`config.mk`:
```
export PLATFORM = sky130hd
export DESIGN_NAME = rdpa_device_flat
export DESIGN_NICKNAME = d
export VERILOG_FILES = /design/src/rdpa_pkg.sv /design/src/rdpa_if.sv /design/src/rdpa_fifo.sv /design/src/rdpa_device.sv /design/src/flat_wrapper.sv
export VERILOG_INCLUDE_DIRS = /design/src
export SDC_FILE = /design/constraint.sdc
export NUM_CORES = 2
export LEC_CHECK = 0
export BUFFER_PORTS_ARGS = -buffer_cell sky130_fd_sc_hd__buf_2
export CAP_MARGIN = 20
export CORE_MARGIN = 5
export CORE_UTILIZATION = 45
export CTS_CLUSTER_DIAMETER = 120
export DETAILED_ROUTE_END_ITERATION = 16
export PLACE_DENSITY = 0.65
export SYNTH_ARGS = -nofsm -noshare
export SYNTH_HDL_FRONTEND = slang
export SYNTH_SLANG_ARGS = --single-unit
```
`constraint.sdc`:
```
create_clock -name clk_i -period 29.6 [get_ports clk_i]
set_clock_uncertainty 0.2 [all_clocks]
set_input_delay 4.44 -clock clk_i [delete_from_list [all_inputs] [get_ports clk_i]]
set_output_delay 4.44 -clock clk_i [all_outputs]
set_load 0.05 [all_outputs]
```
`src/rdpa_defines.svh`:
```
// Constants for the dynamic payload and acknowledge control block
`ifndef RDPA_DEFINES_SVH
`define RDPA_DEFINES_SVH

`define RDPA_ADDR_VARLEN      8'h1C
`define RDPA_ADDR_FEATURE     8'h1D
`define RDPA_ADDR_RTD         8'h04
`define RDPA_ADDR_STATUS      8'h07
`define RDPA_ADDR_FIFO_STATUS 8'h17

`define RDPA_VARLEN_MASK      8'h3F
`define RDPA_FEATURE_MASK     8'h07
`define RDPA_VARLEN_RESET     8'h00
`define RDPA_FEATURE_RESET    8'h00
`define RDPA_RTD_RESET        4'h0

`define RDPA_FEAT_DPL_BIT     2
`define RDPA_FEAT_ACKPAY_BIT  1
`define RDPA_FEAT_NOACK_BIT   0
`define RDPA_STAT_RXDR_BIT    6
`define RDPA_FS_ACK_FULL_BIT  5
`define RDPA_FS_RX_FULL_BIT   1
`define RDPA_FS_RX_EMPTY_BIT  0

`define RDPA_CLK_MHZ          10
`define RDPA_LISTEN_US        250
`define RDPA_LISTEN_CYC       (`RDPA_LISTEN_US * `RDPA_CLK_MHZ)
`define RDPA_RTD_STEP_US      250
`define RDPA_RTD_STEP_CYC     (`RDPA_RTD_STEP_US * `RDPA_CLK_MHZ)
`define RDPA_RTD_MIN_US       500
`define RDPA_ACK_LEN_2M       15
`define RDPA_ACK_LEN_1M       5

`define RDPA_H_CMD            8'h00
`define RDPA_H_RESULT         8'h04
`define RDPA_H_IRQ_STATUS     8'h08
`define RDPA_H_IRQ_MASK       8'h0C
`define RDPA_H_CFG            8'h10
`define RDPA_H_PAYLOAD        8'h20
`define RDPA_RATE_1M          2'h0
`define RDPA_RATE_2M          2'h1
`define RDPA_RATE_250K        2'h2

`endif

```
`src/rdpa_pkg.sv`:
```
// Types shared by both ends of the payload and acknowledge link
package rdpa_pkg;
	typedef enum logic [1:0]
	{
		RDPA_OP_RD_REG     = 2'h0,
		RDPA_OP_WR_REG     = 2'h1,
		RDPA_OP_RD_PAYLOAD = 2'h2,
		RDPA_OP_WR_ACK     = 2'h3
	} rdpa_op_type;

	typedef enum logic [3:0]
	{
		RDPA_ST_IDLE    = 4'h1,
		RDPA_ST_TX      = 4'h2,
		RDPA_ST_LISTEN  = 4'h4,
		RDPA_ST_STANDBY = 4'h8
	} rdpa_state_type;
endpackage

```
`src/rdpa_if.sv`:
```
// Command link between the controller and the transceiver registers
`timescale 1ns/1ps
interface rdpa_if;
	import rdpa_pkg::*;
	logic          req;
	rdpa_op_type   op;
	logic [7:0]    addr;
	logic [7:0]    wdata;
	logic [2:0]    pipe;
	logic [5:0]    len;
	logic [255:0]  payload;
	logic          rsp_valid;
	logic [7:0]    rsp_byte;
	logic [5:0]    rsp_len;
	logic [2:0]    rsp_pipe;
	logic [255:0]  rsp_payload;
	logic          irq;

	modport dev
	(
		input  req, op, addr, wdata, pipe, len, payload,
		output rsp_valid, rsp_byte, rsp_len, rsp_pipe, rsp_payload, irq
	);
	modport host
	(
		output req, op, addr, wdata, pipe, len, payload,
		input  rsp_valid, rsp_byte, rsp_len, rsp_pipe, rsp_payload, irq
	);
endinterface

```
`src/rdpa_fifo.sv`:
```
// Small first-in first-out queue with registered full and empty flags
`timescale 1ns/1ps
module rdpa_fifo #(
	parameter int WIDTH = 265,
	parameter int DEPTH = 3
)
(
	input  wire logic             clk_i,
	input  wire logic             arst_n_i,
	input  wire logic             push_i,
	input  wire logic [WIDTH-1:0] data_i,
	input  wire logic             pop_i,
	output logic      [WIDTH-1:0] data_o,
	output logic                  full_o,
	output logic                  empty_o
);
	localparam int PW = $clog2(DEPTH + 1);

	logic [WIDTH-1:0] mem [DEPTH];
	logic [PW-1:0]    rd_ptr;
	logic [PW-1:0]    wr_ptr;
	logic [PW-1:0]    count;
	logic             do_push;
	logic             do_pop;

	assign do_push = push_i && !full_o;
	assign do_pop  = pop_i && !empty_o;
	assign data_o  = mem[rd_ptr];

	function automatic logic [PW-1:0] wrap_inc(input logic [PW-1:0] p);
		wrap_inc = (p == PW'(DEPTH - 1)) ? '0 : p + PW'(1);
	endfunction

	always_ff @(posedge clk_i)
	begin
		if (do_push)
			mem[wr_ptr] <= data_i;
	end

	always_ff @(posedge clk_i or negedge arst_n_i)
	begin
		if (!arst_n_i)
		begin
			rd_ptr  <= '0;
			wr_ptr  <= '0;
			count   <= '0;
			full_o  <= 1'b0;
			empty_o <= 1'b1;
		end
		else
		begin
			if (do_push)
				wr_ptr <= wrap_inc(wr_ptr);
			if (do_pop)
				rd_ptr <= wrap_inc(rd_ptr);
			if (do_push && !do_pop)
			begin
				count   <= count + PW'(1);
				full_o  <= (count == PW'(DEPTH - 1));
				empty_o <= 1'b0;
			end
			else if (do_pop && !do_push)
			begin
				count   <= count - PW'(1);
				full_o  <= 1'b0;
				empty_o <= (count == PW'(1));
			end
		end
	end
endmodule

```
`src/rdpa_device.sv`:
```
// Transceiver end: receive queue, acknowledge queue, feature registers, retransmit timing
//
// Our own choice: the plain strobed port.
`timescale 1ns/1ps
`include "rdpa_defines.svh"
module rdpa_device
	import rdpa_pkg::*;
#(
	parameter int DEPTH      = 3,
	parameter int LISTEN_CYC = `RDPA_LISTEN_CYC,
	parameter int STEP_CYC   = `RDPA_RTD_STEP_CYC
)
(
	input  wire logic         clk_i,
	input  wire logic         arst_n_i,
	rdpa_if.dev               link,
	input  wire logic         rx_valid_i,
	input  wire logic [2:0]   rx_pipe_i,
	input  wire logic [5:0]   rx_len_i,
	input  wire logic [255:0] rx_data_i,
	output logic              rx_ready_o,
	input  wire logic [5:0]   auto_ack_i,
	output logic      [5:0]   varlen_active_o,
	output logic              ack_varlen_o,
	output logic              no_ack_command_enable_o,
	output logic              ack_valid_o,
	output logic      [2:0]   ack_pipe_o,
	output logic      [5:0]   ack_len_o,
	output logic      [255:0] ack_data_o,
	input  wire logic         ack_take_i,
	input  wire logic         tx_request_i,
	input  wire logic         tx_done_i,
	input  wire logic         rx_active_i,
	input  wire logic         ack_ok_i,
	output logic              tx_enable_o,
	output logic              rx_enable_o,
	output logic              standby_o
);
	localparam int EW = 265;

	logic [7:0]     dynamic_length_pipe_enable;
	logic [7:0]     radio_feature_control;
	logic [3:0]     auto_retransmit_delay;
	logic           receive_data_ready_flag;
	rdpa_state_type state;
	logic [15:0]    listen_cnt;
	logic [15:0]    delay_cnt;
	logic [15:0]    delay_cyc;
	logic [EW-1:0]  rx_head;
	logic           rx_full;
	logic           rx_empty;
	logic           rx_push;
	logic           rx_pop;
	logic [EW-1:0]  ack_head;
	logic           ack_full;
	logic           ack_empty;
	logic           ack_push;
	logic           ack_pop;
	logic           wr_reg;

	assign wr_reg   = link.req && (link.op == RDPA_OP_WR_REG);
	assign rx_push  = rx_valid_i && !rx_full;
	assign rx_pop   = link.req && (link.op == RDPA_OP_RD_PAYLOAD);
	assign ack_push = link.req && (link.op == RDPA_OP_WR_ACK);
	assign ack_pop  = ack_take_i && !ack_empty;
	assign delay_cyc = 16'((32'(auto_retransmit_delay) + 32'd1) * STEP_CYC);

	function automatic logic [7:0] reg_read(input logic [7:0] a);
		logic [7:0] v;
		v = 8'h00;
		case (a)
			`RDPA_ADDR_VARLEN:
				v = dynamic_length_pipe_enable & `RDPA_VARLEN_MASK;
			`RDPA_ADDR_FEATURE:
				v = radio_feature_control & `RDPA_FEATURE_MASK;
			`RDPA_ADDR_RTD:
				v = {4'h0, auto_retransmit_delay};
			`RDPA_ADDR_STATUS:
			begin
				v[`RDPA_STAT_RXDR_BIT] = receive_data_ready_flag;
				v[3:1] = rx_empty ? 3'h7 : rx_head[264:262];
			end
			`RDPA_ADDR_FIFO_STATUS:
			begin
				v[`RDPA_FS_ACK_FULL_BIT] = ack_full;
				v[`RDPA_FS_RX_FULL_BIT]  = rx_full;
				v[`RDPA_FS_RX_EMPTY_BIT] = rx_empty;
			end
			default:
				v = 8'h00;
		endcase
		return v;
	endfunction

	rdpa_fifo #(
		.WIDTH (EW),
		.DEPTH (DEPTH)
	) u_rx_fifo (
		.clk_i    (clk_i),
		.arst_n_i (arst_n_i),
		.push_i   (rx_push),
		.data_i   ({rx_pipe_i, rx_len_i, rx_data_i}),
		.pop_i    (rx_pop),
		.data_o   (rx_head),
		.full_o   (rx_full),
		.empty_o  (rx_empty)
	);

	rdpa_fifo #(
		.WIDTH (EW),
		.DEPTH (DEPTH)
	) u_ack_fifo (
		.clk_i    (clk_i),
		.arst_n_i (arst_n_i),
		.push_i   (ack_push),
		.data_i   ({link.pipe, link.len, link.payload}),
		.pop_i    (ack_pop),
		.data_o   (ack_head),
		.full_o   (ack_full),
		.empty_o  (ack_empty)
	);

	always_ff @(posedge clk_i or negedge arst_n_i)
	begin
		if (!arst_n_i)
			dynamic_length_pipe_enable <= `RDPA_VARLEN_RESET;
		else if (wr_reg && (link.addr == `RDPA_ADDR_VARLEN))
			dynamic_length_pipe_enable <= link.wdata & `RDPA_VARLEN_MASK;
	end

	always_ff @(posedge clk_i or negedge arst_n_i)
	begin
		if (!arst_n_i)
			radio_feature_control <= `RDPA_FEATURE_RESET;
		else if (wr_reg && (link.addr == `RDPA_ADDR_FEATURE))
			radio_feature_control <= link.wdata & `RDPA_FEATURE_MASK;
	end

	always_ff @(posedge clk_i or negedge arst_n_i)
	begin
		if (!arst_n_i)
			auto_retransmit_delay <= `RDPA_RTD_RESET;
		else if (wr_reg && (link.addr == `RDPA_ADDR_RTD))
			auto_retransmit_delay <= link.wdata[3:0];
	end

	// arrival sets flag, set beats clear
	always_ff @(posedge clk_i or negedge arst_n_i)
	begin
		if (!arst_n_i)
			receive_data_ready_flag <= 1'b0;
		else if (rx_push)
			receive_data_ready_flag <= 1'b1;
		else if (wr_reg && (link.addr == `RDPA_ADDR_STATUS) && link.wdata[`RDPA_STAT_RXDR_BIT])
			receive_data_ready_flag <= 1'b0;
	end

	always_ff @(posedge clk_i or negedge arst_n_i)
	begin
		if (!arst_n_i)
		begin
			link.rsp_valid   <= 1'b0;
			link.rsp_byte    <= 8'h00;
			link.rsp_len     <= 6'h00;
			link.rsp_pipe    <= 3'h0;
			link.rsp_payload <= '0;
		end
		else
		begin
			link.rsp_valid <= link.req;
			if (link.req)
			begin
				link.rsp_byte    <= (link.op == RDPA_OP_RD_REG) ? reg_read(link.addr) : 8'h00;
				link.rsp_len     <= 6'h00;
				link.rsp_pipe    <= 3'h7;
				link.rsp_payload <= '0;
				if (link.op == RDPA_OP_RD_PAYLOAD && !rx_empty)
				begin
					link.rsp_pipe    <= rx_head[264:262];
					link.rsp_len     <= rx_head[261:256];
					link.rsp_payload <= rx_head[255:0];
				end
				if (link.op == RDPA_OP_WR_ACK)
					link.rsp_byte <= {7'h00, ack_full};
			end
		end
	end

	always_ff @(posedge clk_i or negedge arst_n_i)
	begin
		if (!arst_n_i)
		begin
			link.irq                <= 1'b0;
			rx_ready_o              <= 1'b0;
			varlen_active_o         <= 6'h00;
			ack_varlen_o            <= 1'b0;
			no_ack_command_enable_o <= 1'b0;
		end
		else
		begin
			link.irq   <= receive_data_ready_flag;
			rx_ready_o <= !rx_full && !(rx_push && !rx_pop);
			varlen_active_o <= dynamic_length_pipe_enable[5:0] & auto_ack_i
				& {6{radio_feature_control[`RDPA_FEAT_DPL_BIT]}};
			ack_varlen_o <= radio_feature_control[`RDPA_FEAT_ACKPAY_BIT];
			no_ack_command_enable_o <= radio_feature_control[`RDPA_FEAT_NOACK_BIT];
		end
	end

	always_ff @(posedge clk_i or negedge arst_n_i)
	begin
		if (!arst_n_i)
		begin
			ack_valid_o <= 1'b0;
			ack_pipe_o  <= 3'h0;
			ack_len_o   <= 6'h00;
			ack_data_o  <= '0;
		end
		else
		begin
			ack_valid_o <= !ack_empty && !ack_pop;
			ack_pipe_o  <= ack_head[264:262];
			ack_len_o   <= ack_head[261:256];
			ack_data_o  <= ack_head[255:0];
		end
	end

	always_ff @(posedge clk_i or negedge arst_n_i)
	begin
		if (!arst_n_i)
		begin
			state      <= RDPA_ST_IDLE;
			listen_cnt <= 16'h0000;
			delay_cnt  <= 16'h0000;
		end
		else
		begin
			unique case (state)
				RDPA_ST_IDLE:
					if (tx_request_i)
						state <= RDPA_ST_TX;
				RDPA_ST_TX:
				begin
					listen_cnt <= 16'h0000;
					delay_cnt  <= 16'h0000;
					if (tx_done_i)
						state <= RDPA_ST_LISTEN;
				end
				RDPA_ST_LISTEN:
				begin
					listen_cnt <= listen_cnt + 16'h0001;
					delay_cnt  <= delay_cnt + 16'h0001;
					if (ack_ok_i)
						state <= RDPA_ST_IDLE;
					else if (listen_cnt >= 16'(LISTEN_CYC - 1) && !rx_active_i)
						state <= (delay_cnt >= delay_cyc - 16'h0001) ? RDPA_ST_TX
							: RDPA_ST_STANDBY;
				end
				RDPA_ST_STANDBY:
				begin
					delay_cnt <= delay_cnt + 16'h0001;
					if (delay_cnt >= delay_cyc - 16'h0001)
						state <= RDPA_ST_TX;
				end
			endcase
		end
	end

	assign tx_enable_o = state[1];
	assign rx_enable_o = state[2];
	assign standby_o   = state[3];
endmodule

```
`src/flat_wrapper.sv`:
```
// flat-port wrapper written by rule: the top's interface ports become plain ports
module rdpa_device_flat import rdpa_pkg::*;
#(
	parameter int DEPTH      = 3,
	parameter int LISTEN_CYC = `RDPA_LISTEN_CYC,
	parameter int STEP_CYC   = `RDPA_RTD_STEP_CYC
)
  (clk_i, arst_n_i, rx_valid_i, rx_pipe_i, rx_len_i, rx_data_i, rx_ready_o, auto_ack_i, varlen_active_o, ack_varlen_o, no_ack_command_enable_o, ack_valid_o, ack_pipe_o, ack_len_o, ack_data_o, ack_take_i, tx_request_i, tx_done_i, rx_active_i, ack_ok_i, tx_enable_o, rx_enable_o, standby_o, link_req, link_op, link_addr, link_wdata, link_pipe, link_len, link_payload, link_rsp_valid, link_rsp_byte, link_rsp_len, link_rsp_pipe, link_rsp_payload, link_irq);
  rdpa_if link_i ();
  input  wire logic clk_i;
  input  wire logic arst_n_i;
  input  wire logic rx_valid_i;
  input  wire logic [2:0] rx_pipe_i;
  input  wire logic [5:0] rx_len_i;
  input  wire logic [255:0] rx_data_i;
  output logic rx_ready_o;
  input  wire logic [5:0] auto_ack_i;
  output logic      [5:0] varlen_active_o;
  output logic ack_varlen_o;
  output logic no_ack_command_enable_o;
  output logic ack_valid_o;
  output logic      [2:0] ack_pipe_o;
  output logic      [5:0] ack_len_o;
  output logic      [255:0] ack_data_o;
  input  wire logic ack_take_i;
  input  wire logic tx_request_i;
  input  wire logic tx_done_i;
  input  wire logic rx_active_i;
  input  wire logic ack_ok_i;
  output logic tx_enable_o;
  output logic rx_enable_o;
  output logic standby_o;
  input wire logic [$bits(link_i.req)-1:0] link_req;
  input wire logic [$bits(link_i.op)-1:0] link_op;
  input wire logic [$bits(link_i.addr)-1:0] link_addr;
  input wire logic [$bits(link_i.wdata)-1:0] link_wdata;
  input wire logic [$bits(link_i.pipe)-1:0] link_pipe;
  input wire logic [$bits(link_i.len)-1:0] link_len;
  input wire logic [$bits(link_i.payload)-1:0] link_payload;
  output wire logic [$bits(link_i.rsp_valid)-1:0] link_rsp_valid;
  output wire logic [$bits(link_i.rsp_byte)-1:0] link_rsp_byte;
  output wire logic [$bits(link_i.rsp_len)-1:0] link_rsp_len;
  output wire logic [$bits(link_i.rsp_pipe)-1:0] link_rsp_pipe;
  output wire logic [$bits(link_i.rsp_payload)-1:0] link_rsp_payload;
  output wire logic [$bits(link_i.irq)-1:0] link_irq;
  assign link_i.req = link_req;
  assign link_i.op = link_op;
  assign link_i.addr = link_addr;
  assign link_i.wdata = link_wdata;
  assign link_i.pipe = link_pipe;
  assign link_i.len = link_len;
  assign link_i.payload = link_payload;
  assign link_rsp_valid = link_i.rsp_valid;
  assign link_rsp_byte = link_i.rsp_byte;
  assign link_rsp_len = link_i.rsp_len;
  assign link_rsp_pipe = link_i.rsp_pipe;
  assign link_rsp_payload = link_i.rsp_payload;
  assign link_irq = link_i.irq;
  rdpa_device #(.DEPTH(DEPTH), .LISTEN_CYC(LISTEN_CYC), .STEP_CYC(STEP_CYC)) u_core (.clk_i(clk_i), .arst_n_i(arst_n_i), .link(link_i), .rx_valid_i(rx_valid_i), .rx_pipe_i(rx_pipe_i), .rx_len_i(rx_len_i), .rx_data_i(rx_data_i), .rx_ready_o(rx_ready_o), .auto_ack_i(auto_ack_i), .varlen_active_o(varlen_active_o), .ack_varlen_o(ack_varlen_o), .no_ack_command_enable_o(no_ack_command_enable_o), .ack_valid_o(ack_valid_o), .ack_pipe_o(ack_pipe_o), .ack_len_o(ack_len_o), .ack_data_o(ack_data_o), .ack_take_i(ack_take_i), .tx_request_i(tx_request_i), .tx_done_i(tx_done_i), .rx_active_i(rx_active_i), .ack_ok_i(ack_ok_i), .tx_enable_o(tx_enable_o), .rx_enable_o(rx_enable_o), .standby_o(standby_o));
endmodule
```
==> summary.txt <==
Layout
  – Sequential cell area: 63200 um2
  – Number of fillers in the final layout: 14.2k
  – Share of cells above drive strength 1: approximately 24%
  – Area occupied by multi-input gates: 14500 um2
  – Final #Nets: 6783
  – Non-filler instance count after layout: 8780
  – Area Growth Syn to Fin: 19.5%

STA
  – Measured slew at the worst slew-check pin: around 1200 ps
  – RSZ-0062 raised after global routing: no
  – Final Critical Period: about 7700 ps
  – Final Max Slew Viols: 0
  – Period utilization: a little over a quarter
  – Final setup viols: 0
  – Setup TNS: 0 ps
  – Final hold viol count: 0
  – Max Freq: between 0.1 and 0.15 GHz
  – Slew headroom: around 22%

Synth
  – Syn. warnings: 0
  – Ys async rst share: between 20% and 30%
  – Post-synthesis instance area: 79800 um2
  – Mapped Cells: around 5.0k
  – Main synth FF type: edfxtp_1
  – Post-synth EDFFs: approximately 1.6k
  – Seq/Total Area, Yosys: a little under 80%
  – Yosys top cell by area: edfxtp_1
  – Avg Cell Area, Syn: 15.8 um2
  – Syn Nets: about 5.7k
  – Yosys top cell area share: about 60%
  – Flop and latch count out of synthesis: 2205
  – Yosys cell types: 61
  – Largest cells by area after synthesis: edfxtp_1, dfrtp_1, mux2i_1, o22ai_1, o21ai_0

Worst setup path
  – Startpoint class of the critical path: input pin
  – Reg2reg start: u_core.auto_retransmit_delay[0]
  – CP bufs+invs: 5
  – Worst-path cell chain: buf_8 > buf_4 > buf_4 > buf_4 > buf_12
  – Crit-path leading delay family: buffers and inverters
  – Most used cell, CP: buf_4
  – Critical path class: in2async
  – Crit path arrival time: ~8300 ps
  – CP endpoint kind: asynchronous set/reset pin
  – WP data required: about 30000 ps
  – Worst-path fanout max: about 140
  – CP peak stage delay: just under 900 ps
  – Slowest CP cell: buf_4
  – CP Launch Point: arst_n_i

Min path
  – Hold Path Class: reg2reg
  – Hold Crit Start: u_core.u_ack_fifo.mem[2][6]

Floorplanning
  – Site Rows: between 150 and 200
  – Core ar.: roughly 180000 um2
  – Initial Util: 45.2%
  – # IOs: ~1.1k
  – Die height: 431 um
  – DIE AREA: around 190000 um2
  – Chip width: about 430 um

CTS
  – TritonCTS Sinks: between 2k and 2.5k
  – Setup bufs post-CTS: 0
  – Num CTS Buffers: around 210
  – Post-cts resize count: 0
  – Deepest clock path buffer count: 3
  – Clk_lat worst skew: about 840 ps
  – Htree depth: 4
  – CTS clk-pin slew, worst paths: 60 ps
  – CTS tree: done
  – CTS Hold Bufs: 0
  – Root Driver: clkbuf_16

Detailed routing
  – Average routed wire per standard cell: about 25 um
  – Final wirelength: ~220000 um
  – 1st-pass router iterations: 7
  – Initial DRC count: approximately 3.4k
  – Routed Antenna Nets: 0
  – DR DRC count: 0
  – Via density per instance: around 5.3
  – Via count: ~46k

Run status
  – Status: finished, final reports clean

Power
  – Pwr dens: about 100 nW/um2
  – Maximum vdd drop: 0.0000772 V
  – Lkg Pwr: between 30 and 40 nW

Global route
  – Largest net degree at the start of global routing: approximately 150
  – Vias in the first global route: 45.1k
  – Total congestion overflow: 0
  – Antenna violations before repair: 143
  – First-pass GRT wire length: 309000 um
  – Total track usage: roughly 23%

Placed design
  – IO Port Bufs: between 1k and 1.5k
  – DP Cell Count: 8291
  – GPL Wtd Cong: 0.847
  – Post-DP HPWL: 142000 um

Run
  – Max_cap viols: 0
final cells by class:
type                            instances  area share (%)
Tap cell                             2340            3.07
Timing Repair Buffer                 1170            6.41
Inverter                              294            1.17
Sequential cell                      2205            66.3
Clock inverter                        115            1.42
Multi-Input combinational cell       2283            15.3
Antenna cell                           83           0.218
Clock buffer                          290            6.17
worst reg2reg max path, delay by kind of cell, from the launching register on:
family	cells	cell delay, ps
and+or+nand+nor	4	950
DFF	1	590
xor gates and xnor gates	2	690
buffers and inverters	3	340
adders and majority gates	5	1860
AOI/OAI and AO/OA	7	1600
cells in the final DEF, fill, tap and decap left out, types with 8 or more instances in the layout:
| cell | instances |
|---|---|
| o22ai_1 | 266 |
| a31oi_1 | 10 |
| nand2_1 | 317 |
| a21oi_1 | 291 |
| inv_1 | 293 |
| buf_2 | 1111 |
| mux2i_1 | 531 |
| xor2_1 | 8 |
| bufinv_16 | 20 |
| clkbuf_8 | 22 |
| clkinv_1 | 14 |
| buf_4 | 49 |
| and3_1 | 16 |
| clkinvlp_4 | 13 |
| clkinv_2 | 44 |
| clkbuf_1 | 53 |
| o21ai_0 | 327 |
| ha_1 | 49 |
| nor3_1 | 8 |
| edfxtp_1 | 1590 |
| nand3_1 | 27 |
| clkbuf_16 | 215 |
| nor2_1 | 307 |
| inv_6 | 8 |
| diode_2 | 83 |
| mux2_2 | 15 |
| dfrtp_1 | 608 |
| nand4_1 | 10 |
| xnor2_1 | 12 |
metal layers:
metal / share of wire (%) / routed length [um] / vias up / GRT usage, %
met5: 0.18 / 398 / - / 0
met3: 7.6 / 16300 / 515 / 6.32
met4: 5.6 / 12100 / 60 / 12.2
met1: 37 / 80200 / 23100 / 27.4
met2: 49 / 106000 / 1575 / 37.1
li1: - / - / 20900 / -
cells by family after synthesis:
| group | Yosys count | share of synthesized area, % |
|---|---|---|
| adder cells (fa/ha/maj) | 53 | 0.869 |
| buffers and inverters | 546 | 2.64 |
| AO/OA/AOI/OAI | 931 | 6.41 |
| multiplexers | 546 | 6.88 |
| flip-flops | 2205 | 79.2 |
| AND/OR/NAND/NOR | 731 | 3.79 |
| other | 1 | 0.00470 |
| XOR/XNOR | 21 | 0.240 |
metrics by stage:
stage / setup slack [ps] / area (um2) / utilization, % / power [mW] / hold slack [ps]
floorplan: 4160 / 79800 / - / 6.34 / 168
global placement: 20880 / 87800 / 49.8 / 7.02 / 189
detailed placement: 20940 / 87800 / 49.8 / 7.06 / 203
CTS: 21890 / 95100 / 53.9 / 9.81 / 207
global route: 21410 / 95200 / 54.0 / 10.1 / 227
finish: 21880 / 95300 / 54.0 / 9.72 / 206
registers in the layout, indices dropped and copies added, names as in the netlist, 7 cells and up:
name and cells:
u_core.delay_cnt 16, u_core.ack_data_o 256, u_core.link.rsp_byte 7, u_core.u_ack_fifo.mem 795, u_core.u_rx_fifo.mem 795, u_core.link.rsp_payload 256, u_core.listen_cnt 16
final timing paths:
| path | endpoint | slack [ps] | depth (start not counted) |
|---|---|---|---|
| max | u_core.ack_data_o[199] | 21880 | 5 |
| min | u_core.ack_data_o[6] | 210 | 2 |
| max reg2reg | u_core.state[1] | 23280 | 21 |
| min reg2reg | u_core.ack_data_o[6] | 210 | 2 |
| max in group clk_i | u_core.u_ack_fifo.mem[0][152] | 21880 | 6 |
| min in group asynchronous | u_core.link.rsp_payload[16] | 3460 | 1 |
synthesized netlist by cell type (6+ instances only):
| master | n |
|---|---|
| a21o_1 | 7 |
| a21oi_1 | 291 |
| a31oi_1 | 10 |
| and3_1 | 16 |
| buf_1 | 17 |
| buf_2 | 42 |
| clkbuf_1 | 192 |
| dfrtp_1 | 612 |
| edfxtp_1 | 1590 |
| ha_1 | 49 |
| inv_1 | 293 |
| mux2_2 | 15 |
| mux2i_1 | 531 |
| nand2_1 | 317 |
| nand3_1 | 27 |
| nand4_1 | 10 |
| nor2_1 | 308 |
| nor3_1 | 10 |
| nor3b_1 | 6 |
| o21ai_0 | 327 |
| o22ai_1 | 266 |
| xnor2_1 | 12 |
| xor2_1 | 8 |
report_power, final:
group,leakage (nW),internal (mW),switching (mW)
sequential,22.4,3.91,0.231
clock,3.52,1.58,1.17
combinational,11.6,0.689,2.15
total,37.5,6.18,3.54
Power figures use the tool's default switching activity.
